## config.mk

```make
export PLATFORM = sky130hd
export DESIGN_NAME = slave_fifo_port
export DESIGN_NICKNAME = d
export VERILOG_FILES = /design/src/hdl/slave_fifo_pkg.sv /design/src/hdl/word_fifo.sv /design/src/hdl/slave_fifo_port.sv
export SDC_FILE = /design/constraint.sdc
export NUM_CORES = 2
export LEC_CHECK = 0
export BUFFER_PORTS_ARGS = -buffer_cell sky130_fd_sc_hd__buf_2
export CORE_MARGIN = 3
export CORE_UTILIZATION = 29
export CTS_BUF_LIST = sky130_fd_sc_hd__clkbuf_4
export CTS_CLUSTER_SIZE = 12
export DETAILED_ROUTE_END_ITERATION = 16
export GPL_ROUTABILITY_DRIVEN = 0
export MAX_ROUTING_LAYER = met4
export PLACE_DENSITY_LB_ADDON = 0.2
export SYNTH_ARGS = -nofsm -noshare
export SYNTH_HDL_FRONTEND = slang
export SYNTH_SLANG_ARGS = --single-unit
export TNS_END_PERCENT = 1
```

## constraint.sdc

```tcl
create_clock -name i_ref_clk -period 12.9 [get_ports i_ref_clk]
set_clock_uncertainty 0.05 [all_clocks]
set_input_delay 1.29 -clock i_ref_clk [delete_from_list [all_inputs] [get_ports i_ref_clk]]
set_output_delay 1.29 -clock i_ref_clk [all_outputs]
set_load 0.01 [all_outputs]
```

## src/hdl/slave_fifo_pkg.sv

```systemverilog
// Shared constants and types for the slave FIFO port
// Overview of operation
// - Sync read advances pointer, presents next word
// - Bus drive enable only gates data drive
// - Sync read data two cycles after strobe
// - Sync write flags update three cycles later
// - Sync address change shows three cycles later
// - Burst read: pointer steps each strobed edge
// - Drive enable shows previously addressed word
// - Flags configurable: empty, full, partial, dedicated/current
// - Socket change raises thread-ready once the switch delay ends
// - Switch delay only for 5-bit variant
// - Sync write captures word each strobed edge
// - Commit with last word commits short packet
// - Sync commit without write gives zero-length packet
// - Async read pointer steps on strobe release
// - Async write stores word on strobe release
// - Async write flags follow release by fixed delay
package slave_fifo_pkg;
    localparam int DATA_W = 16;
    localparam int ADDR_W = 2;
    localparam int NUM_FIFO = 4;
    localparam int DEPTH = 16;
    localparam int PTR_W = 4;
    localparam int CNT_W = 5;
    localparam int PIPE_DATA = 2;
    localparam int PIPE_FLAG = 3;
    localparam int PIPE_ADDR = 3;
    localparam int SWITCH_DELAY = 4;
    localparam int SW_W = 3;
    localparam int PARTIAL_LEVEL = 8;
    localparam int ASYNC_FLAG_DELAY = 2;
    localparam logic [CNT_W-1:0] FULL_LEVEL = 5'h10;
    localparam logic [CNT_W-1:0] PART_LEVEL = 5'h08;

    typedef enum logic [1:0] {
        FLAG_EMPTY,
        FLAG_FULL,
        FLAG_PARTIAL,
        FLAG_NONE
    } flag_kind_e;

    typedef struct packed {
        flag_kind_e kind;
        logic use_current;
        logic [ADDR_W-1:0] dedicated;
    } flag_cfg_s;

    typedef struct packed {
        logic [DATA_W-1:0] data;
        logic last;
        logic zlp;
    } commit_word_s;
endpackage

```

## src/hdl/word_fifo.sv

```systemverilog
// Parameterised valid/ready FIFO for committed packet words
`timescale 1ns/1ps
module word_fifo #(
    parameter int WIDTH = 18,
    parameter int DEPTH = 16
) (
    input wire logic i_ref_clk,
    input wire logic i_rst,
    input wire logic i_valid,
    output logic o_ready,
    input wire logic [WIDTH-1:0] i_data,
    output logic o_valid,
    input wire logic i_ready,
    output logic [WIDTH-1:0] o_data
);
    localparam int AW = $clog2(DEPTH);
    logic [WIDTH-1:0] mem [DEPTH];
    logic [AW-1:0] wr_reg;
    logic [AW-1:0] rd_reg;
    logic [AW:0] cnt_reg;
    logic push;
    logic pop;

    assign o_ready = (cnt_reg != (AW+1)'(DEPTH));
    assign o_valid = (cnt_reg != '0);
    assign push = i_valid && o_ready;
    assign pop = o_valid && i_ready;
    assign o_data = mem[rd_reg];

    always_ff @(posedge i_ref_clk) begin
        if (push) begin
            mem[wr_reg] <= i_data;
        end
    end

    always_ff @(posedge i_ref_clk or posedge i_rst) begin
        if (i_rst) begin
            wr_reg <= '0;
            rd_reg <= '0;
            cnt_reg <= '0;
        end else begin
            if (push) begin
                wr_reg <= wr_reg + 1'b1;
            end
            if (pop) begin
                rd_reg <= rd_reg + 1'b1;
            end
            if (push && !pop) begin
                cnt_reg <= cnt_reg + 1'b1;
            end else if (pop && !push) begin
                cnt_reg <= cnt_reg - 1'b1;
            end
        end
    end
endmodule

```

## src/hdl/slave_fifo_port.sv

```systemverilog
// Slave FIFO port: external master reads and writes internal buffers
`timescale 1ns/1ps
module slave_fifo_port (
    input wire logic i_ref_clk,
    input wire logic i_rst,
    input wire logic i_sync_mode,
    input wire logic i_wide_addr,
    input wire logic i_link_clk,
    input wire logic i_port_select_n,
    input wire logic i_bus_drive_enable_n,
    input wire logic i_fifo_read_strobe_n,
    input wire logic i_fifo_write_strobe_n,
    input wire logic i_packet_commit_n,
    input wire logic i_socket_change_n,
    input wire logic [slave_fifo_pkg::ADDR_W-1:0] i_fifo_select,
    input wire logic [slave_fifo_pkg::DATA_W-1:0] i_data,
    output logic [slave_fifo_pkg::DATA_W-1:0] o_data,
    output logic o_data_oe,
    input wire slave_fifo_pkg::flag_cfg_s i_flag_a_cfg,
    input wire slave_fifo_pkg::flag_cfg_s i_flag_b_cfg,
    output logic o_flag_a,
    output logic o_flag_b,
    output logic o_thread_ready,
    input wire logic [slave_fifo_pkg::NUM_FIFO-1:0] i_fill_valid,
    input wire logic [slave_fifo_pkg::DATA_W-1:0] i_fill_data,
    output logic [slave_fifo_pkg::NUM_FIFO-1:0] o_fill_ready,
    output logic o_commit_valid,
    input wire logic i_commit_ready,
    output slave_fifo_pkg::commit_word_s o_commit_word,
    output logic [slave_fifo_pkg::ADDR_W-1:0] o_commit_fifo
);
    import slave_fifo_pkg::*;

    localparam int SYNC_W = 7 + ADDR_W + DATA_W;
    localparam int CW = $bits(commit_word_s);

    // Two-stage synchronisers for every pin
    // Bus words are sampled bit by bit; master holds them across the edge
    logic [SYNC_W-1:0] s1_reg;
    logic [SYNC_W-1:0] s2_reg;
    logic [SYNC_W-1:0] s3_reg;
    logic [SYNC_W-1:0] pins;

    assign pins = {i_link_clk, i_port_select_n, i_bus_drive_enable_n, i_fifo_read_strobe_n,
        i_fifo_write_strobe_n, i_packet_commit_n, i_socket_change_n, i_fifo_select, i_data};

    always_ff @(posedge i_ref_clk or posedge i_rst) begin
        if (i_rst) begin
            s1_reg <= {SYNC_W{1'b1}};
            s2_reg <= {SYNC_W{1'b1}};
            s3_reg <= {SYNC_W{1'b1}};
        end else begin
            s1_reg <= pins;
            s2_reg <= s1_reg;
            s3_reg <= s2_reg;
        end
    end

    logic clk_s;
    logic sel;
    logic oe;
    logic rd;
    logic wr;
    logic pe;
    logic sw;
    logic [ADDR_W-1:0] addr;
    logic [DATA_W-1:0] din;
    logic link_rise;
    logic rd_release;
    logic wr_release;
    logic sw_fall;

    assign clk_s = s2_reg[SYNC_W-1];
    assign sel = !s2_reg[SYNC_W-2];
    assign oe = !s2_reg[SYNC_W-3];
    assign rd = !s2_reg[SYNC_W-4];
    assign wr = !s2_reg[SYNC_W-5];
    assign pe = !s2_reg[SYNC_W-6];
    assign sw = !s2_reg[SYNC_W-7];
    assign addr = s2_reg[DATA_W +: ADDR_W];
    assign din = s2_reg[DATA_W-1:0];
    assign link_rise = clk_s && !s3_reg[SYNC_W-1];
    assign rd_release = !rd && !s3_reg[SYNC_W-4];
    assign wr_release = !wr && !s3_reg[SYNC_W-5];
    assign sw_fall = sw && s3_reg[SYNC_W-7];

    // Internal DMA buffers, one per thread
    logic [DATA_W-1:0] mem [NUM_FIFO][DEPTH];
    logic [PTR_W-1:0] wp_reg [NUM_FIFO];
    logic [PTR_W-1:0] rp_reg [NUM_FIFO];
    logic [CNT_W-1:0] cnt_reg [NUM_FIFO];
    logic [PTR_W-1:0] mark_reg [NUM_FIFO];

    logic rd_take;
    logic wr_take;
    logic pe_take;
    logic commit_in_ready;

    // Sync takes on link rising edges; async takes on strobe release
    always_comb begin
        rd_take = 1'b0;
        wr_take = 1'b0;
        pe_take = 1'b0;
        if (sel) begin
            if (i_sync_mode) begin
                rd_take = link_rise && rd;
                wr_take = link_rise && wr && cnt_reg[addr] != FULL_LEVEL;
                pe_take = link_rise && pe;
            end else begin
                rd_take = rd_release;
                wr_take = wr_release && cnt_reg[addr] != FULL_LEVEL;
                pe_take = wr_release && pe;
            end
        end
    end

    // Committing needs room downstream; a commit taken while the queue is full is dropped
    logic pe_go;
    logic pe_zlp;
    assign pe_go = pe_take && commit_in_ready;
    assign pe_zlp = i_sync_mode && !wr;

    function automatic logic is_sel(input logic [ADDR_W-1:0] a, input int f);
        return a == ADDR_W'(f);
    endfunction

    generate
        for (genvar f = 0; f < NUM_FIFO; f++) begin : g_fifo
            logic pop_host;
            logic push_fill;
            logic push_host;
            assign push_host = wr_take && is_sel(addr, f);
            assign pop_host = rd_take && is_sel(addr, f) && cnt_reg[f] != '0;
            assign push_fill = i_fill_valid[f] && !push_host && cnt_reg[f] != FULL_LEVEL;
            assign o_fill_ready[f] = !push_host && cnt_reg[f] != FULL_LEVEL;

            always_ff @(posedge i_ref_clk) begin
                if (push_host) begin
                    mem[f][wp_reg[f]] <= din;
                end else if (push_fill) begin
                    mem[f][wp_reg[f]] <= i_fill_data;
                end
            end

            always_ff @(posedge i_ref_clk or posedge i_rst) begin
                if (i_rst) begin
                    wp_reg[f] <= '0;
                end else if (push_host || push_fill) begin
                    wp_reg[f] <= wp_reg[f] + 1'b1;
                end
            end

            always_ff @(posedge i_ref_clk or posedge i_rst) begin
                if (i_rst) begin
                    rp_reg[f] <= '0;
                end else if (pop_host) begin
                    rp_reg[f] <= rp_reg[f] + 1'b1;
                end
            end

            // Push and pop in one cycle leave the level unchanged
            always_ff @(posedge i_ref_clk or posedge i_rst) begin
                if (i_rst) begin
                    cnt_reg[f] <= '0;
                end else if ((push_host || push_fill) && !pop_host) begin
                    cnt_reg[f] <= cnt_reg[f] + 1'b1;
                end else if (pop_host && !(push_host || push_fill)) begin
                    cnt_reg[f] <= cnt_reg[f] - 1'b1;
                end
            end

            always_ff @(posedge i_ref_clk or posedge i_rst) begin
                if (i_rst) begin
                    mark_reg[f] <= '0;
                end else if (pe_go && is_sel(addr, f)) begin
                    mark_reg[f] <= wp_reg[f] + PTR_W'(wr_take);
                end
            end
        end
    endgenerate

    // Commit queue carries packet boundaries to the buffer engine
    commit_word_s cq_in;
    logic [CW-1:0] cq_out;
    assign cq_in.data = din;
    assign cq_in.last = 1'b1;
    assign cq_in.zlp = pe_zlp;

    word_fifo #(
        .WIDTH(CW),
        .DEPTH(DEPTH)
    ) u_commit_q (
        .i_ref_clk(i_ref_clk),
        .i_rst(i_rst),
        .i_valid(pe_take),
        .o_ready(commit_in_ready),
        .i_data(cq_in),
        .o_valid(o_commit_valid),
        .i_ready(i_commit_ready),
        .o_data(cq_out)
    );
    assign o_commit_word = commit_word_s'(cq_out);

    // Latest commit's thread; matches the queue head only with one entry waiting
    logic [ADDR_W-1:0] cfifo_reg;
    always_ff @(posedge i_ref_clk or posedge i_rst) begin
        if (i_rst) begin
            cfifo_reg <= '0;
        end else if (pe_go) begin
            cfifo_reg <= addr;
        end
    end
    assign o_commit_fifo = cfifo_reg;

    // Address pipeline: sync changes reach bus and flags three link edges later; async loads all stages at once
    logic [ADDR_W-1:0] apipe_reg [PIPE_ADDR];
    always_ff @(posedge i_ref_clk or posedge i_rst) begin
        if (i_rst) begin
            for (int i = 0; i < PIPE_ADDR; i++) begin
                apipe_reg[i] <= '0;
            end
        end else if (!i_sync_mode) begin
            for (int i = 0; i < PIPE_ADDR; i++) begin
                apipe_reg[i] <= addr;
            end
        end else if (link_rise) begin
            apipe_reg[0] <= addr;
            for (int i = 1; i < PIPE_ADDR; i++) begin
                apipe_reg[i] <= apipe_reg[i-1];
            end
        end
    end
    logic [ADDR_W-1:0] view_addr;
    assign view_addr = apipe_reg[PIPE_ADDR-1];

    // Read data pipeline, two link edges of latency
    logic [DATA_W-1:0] dpipe_reg [PIPE_DATA];
    logic [DATA_W-1:0] head;
    assign head = mem[view_addr][rp_reg[view_addr]];
    always_ff @(posedge i_ref_clk or posedge i_rst) begin
        if (i_rst) begin
            for (int i = 0; i < PIPE_DATA; i++) begin
                dpipe_reg[i] <= '0;
            end
        end else if (!i_sync_mode || link_rise) begin
            dpipe_reg[0] <= head;
            dpipe_reg[1] <= dpipe_reg[0];
        end
    end

    // Drive enable touches only the output enable, never pointers
    always_ff @(posedge i_ref_clk or posedge i_rst) begin
        if (i_rst) begin
            o_data <= '0;
        end else begin
            o_data <= i_sync_mode ? dpipe_reg[PIPE_DATA-1] : dpipe_reg[0];
        end
    end

    always_ff @(posedge i_ref_clk or posedge i_rst) begin
        if (i_rst) begin
            o_data_oe <= 1'b0;
        end else begin
            o_data_oe <= sel && oe;
        end
    end

    // Flag level select shared by both flag outputs
    function automatic logic flag_of(input flag_cfg_s c, input logic [CNT_W-1:0] n);
        case (c.kind)
            FLAG_EMPTY: return n == '0;
            FLAG_FULL: return n == FULL_LEVEL;
            FLAG_PARTIAL: return n >= PART_LEVEL;
            default: return 1'b0;
        endcase
    endfunction

    // Sync flags lag three link edges; async flags lag a fixed delay
    logic [1:0] fpipe_reg [PIPE_FLAG];
    logic [1:0] fraw;
    assign fraw[0] = flag_of(i_flag_a_cfg,
        cnt_reg[i_flag_a_cfg.use_current ? view_addr : i_flag_a_cfg.dedicated]);
    assign fraw[1] = flag_of(i_flag_b_cfg,
        cnt_reg[i_flag_b_cfg.use_current ? view_addr : i_flag_b_cfg.dedicated]);
    always_ff @(posedge i_ref_clk or posedge i_rst) begin
        if (i_rst) begin
            for (int i = 0; i < PIPE_FLAG; i++) begin
                fpipe_reg[i] <= '0;
            end
        end else if (!i_sync_mode || link_rise) begin
            fpipe_reg[0] <= fraw;
            for (int i = 1; i < PIPE_FLAG; i++) begin
                fpipe_reg[i] <= fpipe_reg[i-1];
            end
        end
    end
    always_ff @(posedge i_ref_clk or posedge i_rst) begin
        if (i_rst) begin
            o_flag_a <= 1'b0;
        end else begin
            o_flag_a <= i_sync_mode ? fpipe_reg[PIPE_FLAG-1][0] : fpipe_reg[ASYNC_FLAG_DELAY-1][0];
        end
    end

    always_ff @(posedge i_ref_clk or posedge i_rst) begin
        if (i_rst) begin
            o_flag_b <= 1'b0;
        end else begin
            o_flag_b <= i_sync_mode ? fpipe_reg[PIPE_FLAG-1][1] : fpipe_reg[ASYNC_FLAG_DELAY-1][1];
        end
    end

    // Socket switch: ready once the delay count reaches zero; can_move is always true
    logic [SW_W-1:0] sw_cnt_reg;
    logic [ADDR_W-1:0] sock_reg;
    logic can_move;
    assign can_move = cnt_reg[sock_reg] != FULL_LEVEL || cnt_reg[sock_reg] != '0;
    always_ff @(posedge i_ref_clk or posedge i_rst) begin
        if (i_rst) begin
            sock_reg <= '0;
        end else if (sel && sw_fall) begin
            sock_reg <= addr;
        end
    end

    // Narrow variant loads zero, so its thread switches at once
    always_ff @(posedge i_ref_clk or posedge i_rst) begin
        if (i_rst) begin
            sw_cnt_reg <= '0;
        end else if (sel && sw_fall) begin
            sw_cnt_reg <= i_wide_addr ? SW_W'(SWITCH_DELAY) : '0;
        end else if (sw_cnt_reg != '0 && (i_sync_mode ? link_rise : 1'b1)) begin
            sw_cnt_reg <= sw_cnt_reg - 1'b1;
        end
    end
    always_ff @(posedge i_ref_clk or posedge i_rst) begin
        if (i_rst) begin
            o_thread_ready <= 1'b0;
        end else begin
            o_thread_ready <= sw_cnt_reg == '0 && can_move;
        end
    end
endmodule

```

==> results.py <==
metrics = {
    "sta": {
        "max_slew.worst_pin.slew_ns": 1.44,
        "whs_ns": 0.233,
        "period_needed_ns": 5.67,
        "report.final.hold_viol_count": 0,
        "fin_crit_sh_pct": 44.0,
        "max-slew-margin-rel_pct": 3.86,
        "timing.fmax_mhz": 176,
        "setup_viol": 0,
        "sum_of_negative_setup_slack_ns": 0,
        "grt_setup_unrepaired": "no",
        "slew_viol_final": 0,
    },
    "drt": {
        "vias_per_cell": 5.06,
        "route.detailed.wl_per_inst_microns": 29.1,
        "drt_pass1_iterations": 7,
        "drc_errors": 0,
        "initial_drc_count": 3639,
        "detailroute.via_count": 41000,
        "wirelength_microns": 236000,
        "drt.antenna.violating_nets": 0,
    },
    "synthesis": {
        "syn_inst": 4265,
        "synth_top_flop_cell": "sky130_fd_sc_hd__edfxtp_1",
        "synth-seq-area-share_pct": 60.1,
        "syn_area_sq_um": 72700,
        "synth-async-reset-ratio_pct": 12.7,
        "syn_nets": 4380,
        "yosysWarningCount": 0,
        "synth_cell_type_count": 60,
        "ys_seq_elements": 1484,
        "synth_enable_flop_cells": 1296,
        "syn_area_per_cell_sq_um": 17.1,
    },
    "setup_path": {
        "timing.critical_path.to": "o_commit_word[6]",
        "timing.critical_path.to_type": "output port",
        "r2r_slack_ns": 7.63,
        "cp_max_fo": 42,
        "critPathMostFrequentCell": "sky130_fd_sc_hd__mux4_2",
        "startpoint_type_of_the_worst_setup_path": "register",
        "crit-reg2reg-launch": "view_addr[0]$_DFFE_PP0P_",
        "timing.critical_path.slowest_stage_cell": "sky130_fd_sc_hd__dfrtp_4",
        "timing.critical_path.from": "u_commit_q.rd_reg[0]$_DFFE_PP0P_",
        "worst_reg2reg_endpoint": "dpipe_reg[30]$_DFFE_PP0P_",
        "path_cells": "buf_4 -> mux4_2 -> mux4_2 -> buf_2",
        "worst_ep_arrival_time_ns": 4.33,
        "required_worst_endpoint_ns": 11.56,
        "worst_r2r_path_depth": 7,
        "startpoint_to_endpoint_class_of_the_critical_path": "register to output port",
        "critical-path-max-stage-delay_ns": 0.83,
    },
    "clock_tree": {
        "clock_tree.root_cell": "sky130_fd_sc_hd__clkbuf_4",
        "htreeDepth": 5,
        "tritoncts_clock_tree": "built",
        "clock_insertion_delay_worst_skew_ns": 1.37,
        "cts_made_buffers": 412,
        "clk_pin_slew_worst_paths_ns": 0.07,
        "numClockSinks": 1484,
        "cts.path.max_buffers": 4,
        "number_of_buffers_added_for_setup_after_cts": 0,
    },
    "flow_run": {
        "drv_cap": 0,
    },
    "run_status": {
        "result_of_the_run": "finished, final reports clean",
    },
    "floorplanning": {
        "fp-row-count": 183,
        "placeable_core_region_sq_um": 249000,
        "floorplan_die_area_sq_um": 257000,
        "die-width_microns": 507,
        "io_pins": 105,
        "die_height_microns": 507,
        "start_util_pct": 29.2,
    },
    "placed_design": {
        "numPortBuffers": 103,
        "place.detailed.hpwl_microns": 136000,
    },
    "final_layout": {
        "share_of_post_route_cells_with_drive_strength_above_1_pct": 51.6,
        "layout.cells.most_common": "sky130_fd_sc_hd__edfxtp_1",
        "commonest_cells_after_routing_fill_and_taps_aside": "sky130_fd_sc_hd__edfxtp_1, sky130_fd_sc_hd__mux2_2, sky130_fd_sc_hd__clkbuf_4, sky130_fd_sc_hd__mux4_2, sky130_fd_sc_hd__mux2_4",
        "flow.area_growth_from_synthesis_pct": 13.0,
        "n_fill_cell": 24400,
        "final_net_count": 4595,
        "largest_register_ffs": 1024,
    },
    "hold_path": {
        "worstHoldPathType": "primary input to register",
        "hold_path.startpoint": "i_commit_ready",
    },
    "global_routing": {
        "initial_antenna_violation_count": 10,
        "all_layer_global_routing_usage_pct": 18.6,
        "gr-total-overflow": 0,
        "number_of_global_route_vias_before_repair": 42100,
        "grt_start_max_net_pins": 81,
        "met2_routing_resource_usage_after_global_routing_pct": 29.4,
        "use_met3_pct": 3.00,
        "gr-max-usage-layer": "met2",
        "globalRouteMet1Util_pct": 24.9,
        "wire_length_of_the_first_global_routing_pass_microns": 334000,
    },
    "power_and_ir_drop": {
        "power_leakage_nw": 28.6,
        "max-vdd-ir-drop_mv": 0.0973,
        "pwr_density_cell_nw_per_um2": 178,
    },
}
[cell families after synthesis]
kind of cell | after synthesis | synth area share [%]
DFF | 1484 | 60.1
muxes | 1545 | 30.2
adders and majority gates | 55 | 0.998
other | 1 | 0.00516
and+or+nand+nor | 458 | 3.48
AOI/OAI and AO/OA | 153 | 1.35
xor gates and xnor gates | 52 | 0.626
buffers and inverters | 517 | 3.25
[worst min-delay path by stage]
stage | end | cells past startpoint
after detailed placement | s2_reg[19]$_DFF_PP1_ | 0
final | u_commit_q.rd_reg[2]$_DFFE_PP0P_ | 3
after global placement | s2_reg[16]$_DFF_PP1_ | 0
after floorplan | s2_reg[0]$_DFF_PP1_ | 0
after CTS | u_commit_q.rd_reg[2]$_DFFE_PP0P_ | 3
after global routing | u_commit_q.rd_reg[2]$_DFFE_PP0P_ | 3
[layer usage]
metal	up-vias	wire, microns
met2	1271	113000
met1	22000	106000
met3	361	11300
li1	17400	-
met4	0	5360
met5	-	0
[synthesized netlist by cell type, drive strengths merged, types with 13 or more instances]
| library cell | count | area [sq um] |
|---|---|---|
| nand3 | 56 | 280 |
| dfstp | 54 | 1420 |
| mux2i | 143 | 1430 |
| xor2 | 23 | 201 |
| mux2 | 1052 | 12700 |
| dfrtp | 134 | 3350 |
| ha | 50 | 626 |
| or4 | 48 | 360 |
| o21ai | 42 | 210 |
| buf | 216 | 1230 |
| nor3 | 14 | 70.1 |
| nor2 | 73 | 274 |
| clkbuf | 269 | 1010 |
| nor4b | 14 | 233 |
| xnor2 | 29 | 254 |
| nand2 | 164 | 616 |
| edfxtp | 1296 | 38900 |
| nand2b | 13 | 81.3 |
| and2 | 25 | 156 |
| mux4 | 350 | 7880 |
| a22oi | 47 | 353 |
| inv | 31 | 116 |
| a21oi | 37 | 185 |
[area by class of cell]
cell class	instances	area [sq um]	area share [%]
clock buffer	660	4950	6.03
sequential	1484	43800	53.2
antenna	11	27.5	0.0335
inverter	32	128	0.155
clock inverter	49	214	0.260
tap	3330	4170	5.07
timing repair buffer	286	1990	2.42
multi-input combinational	2264	26900	32.8
[timing repair]
item	4_1_cts	5_1_grt
endpoints found under the setup margin	0	0
gates resized for setup	0	0
endpoints found under the hold margin	47	0
hold buffers	27	0
[worst max-delay path: cells and delay by family, from the launching register on]
| family | cells | cell delay, ns |
|---|---|---|
| buffers and inverters | 2 | 0.96 |
| multiplexers | 2 | 1.14 |
| flip-flops | 1 | 0.83 |
[metrics by stage]
step	util (%)	cell area, sq um	total power [W]	setup WS [ns]	cells
5_1_grt	33.0	82200	0.0153	6.79	8113
2_1_floorplan	-	72700	0.00876	6.54	4265
4_1_cts	33.0	82200	0.0148	6.90	8105
3_3_place_gp	30.8	76700	0.0104	6.91	7368
6_report	33.0	82200	0.0146	7.23	8116
3_5_place_dp	30.8	76700	0.0104	7.26	7369
[power by group]
group          total [W]  switching (W)  internal, W  leakage [nW]
clock            0.00436        0.00205      0.00231          3.13
combinational    0.00387        0.00224      0.00163          11.6
sequential       0.00637       0.000506      0.00586          13.9
total             0.0146        0.00479      0.00980          28.6
Note: power is estimated with default switching activity, not from simulation.
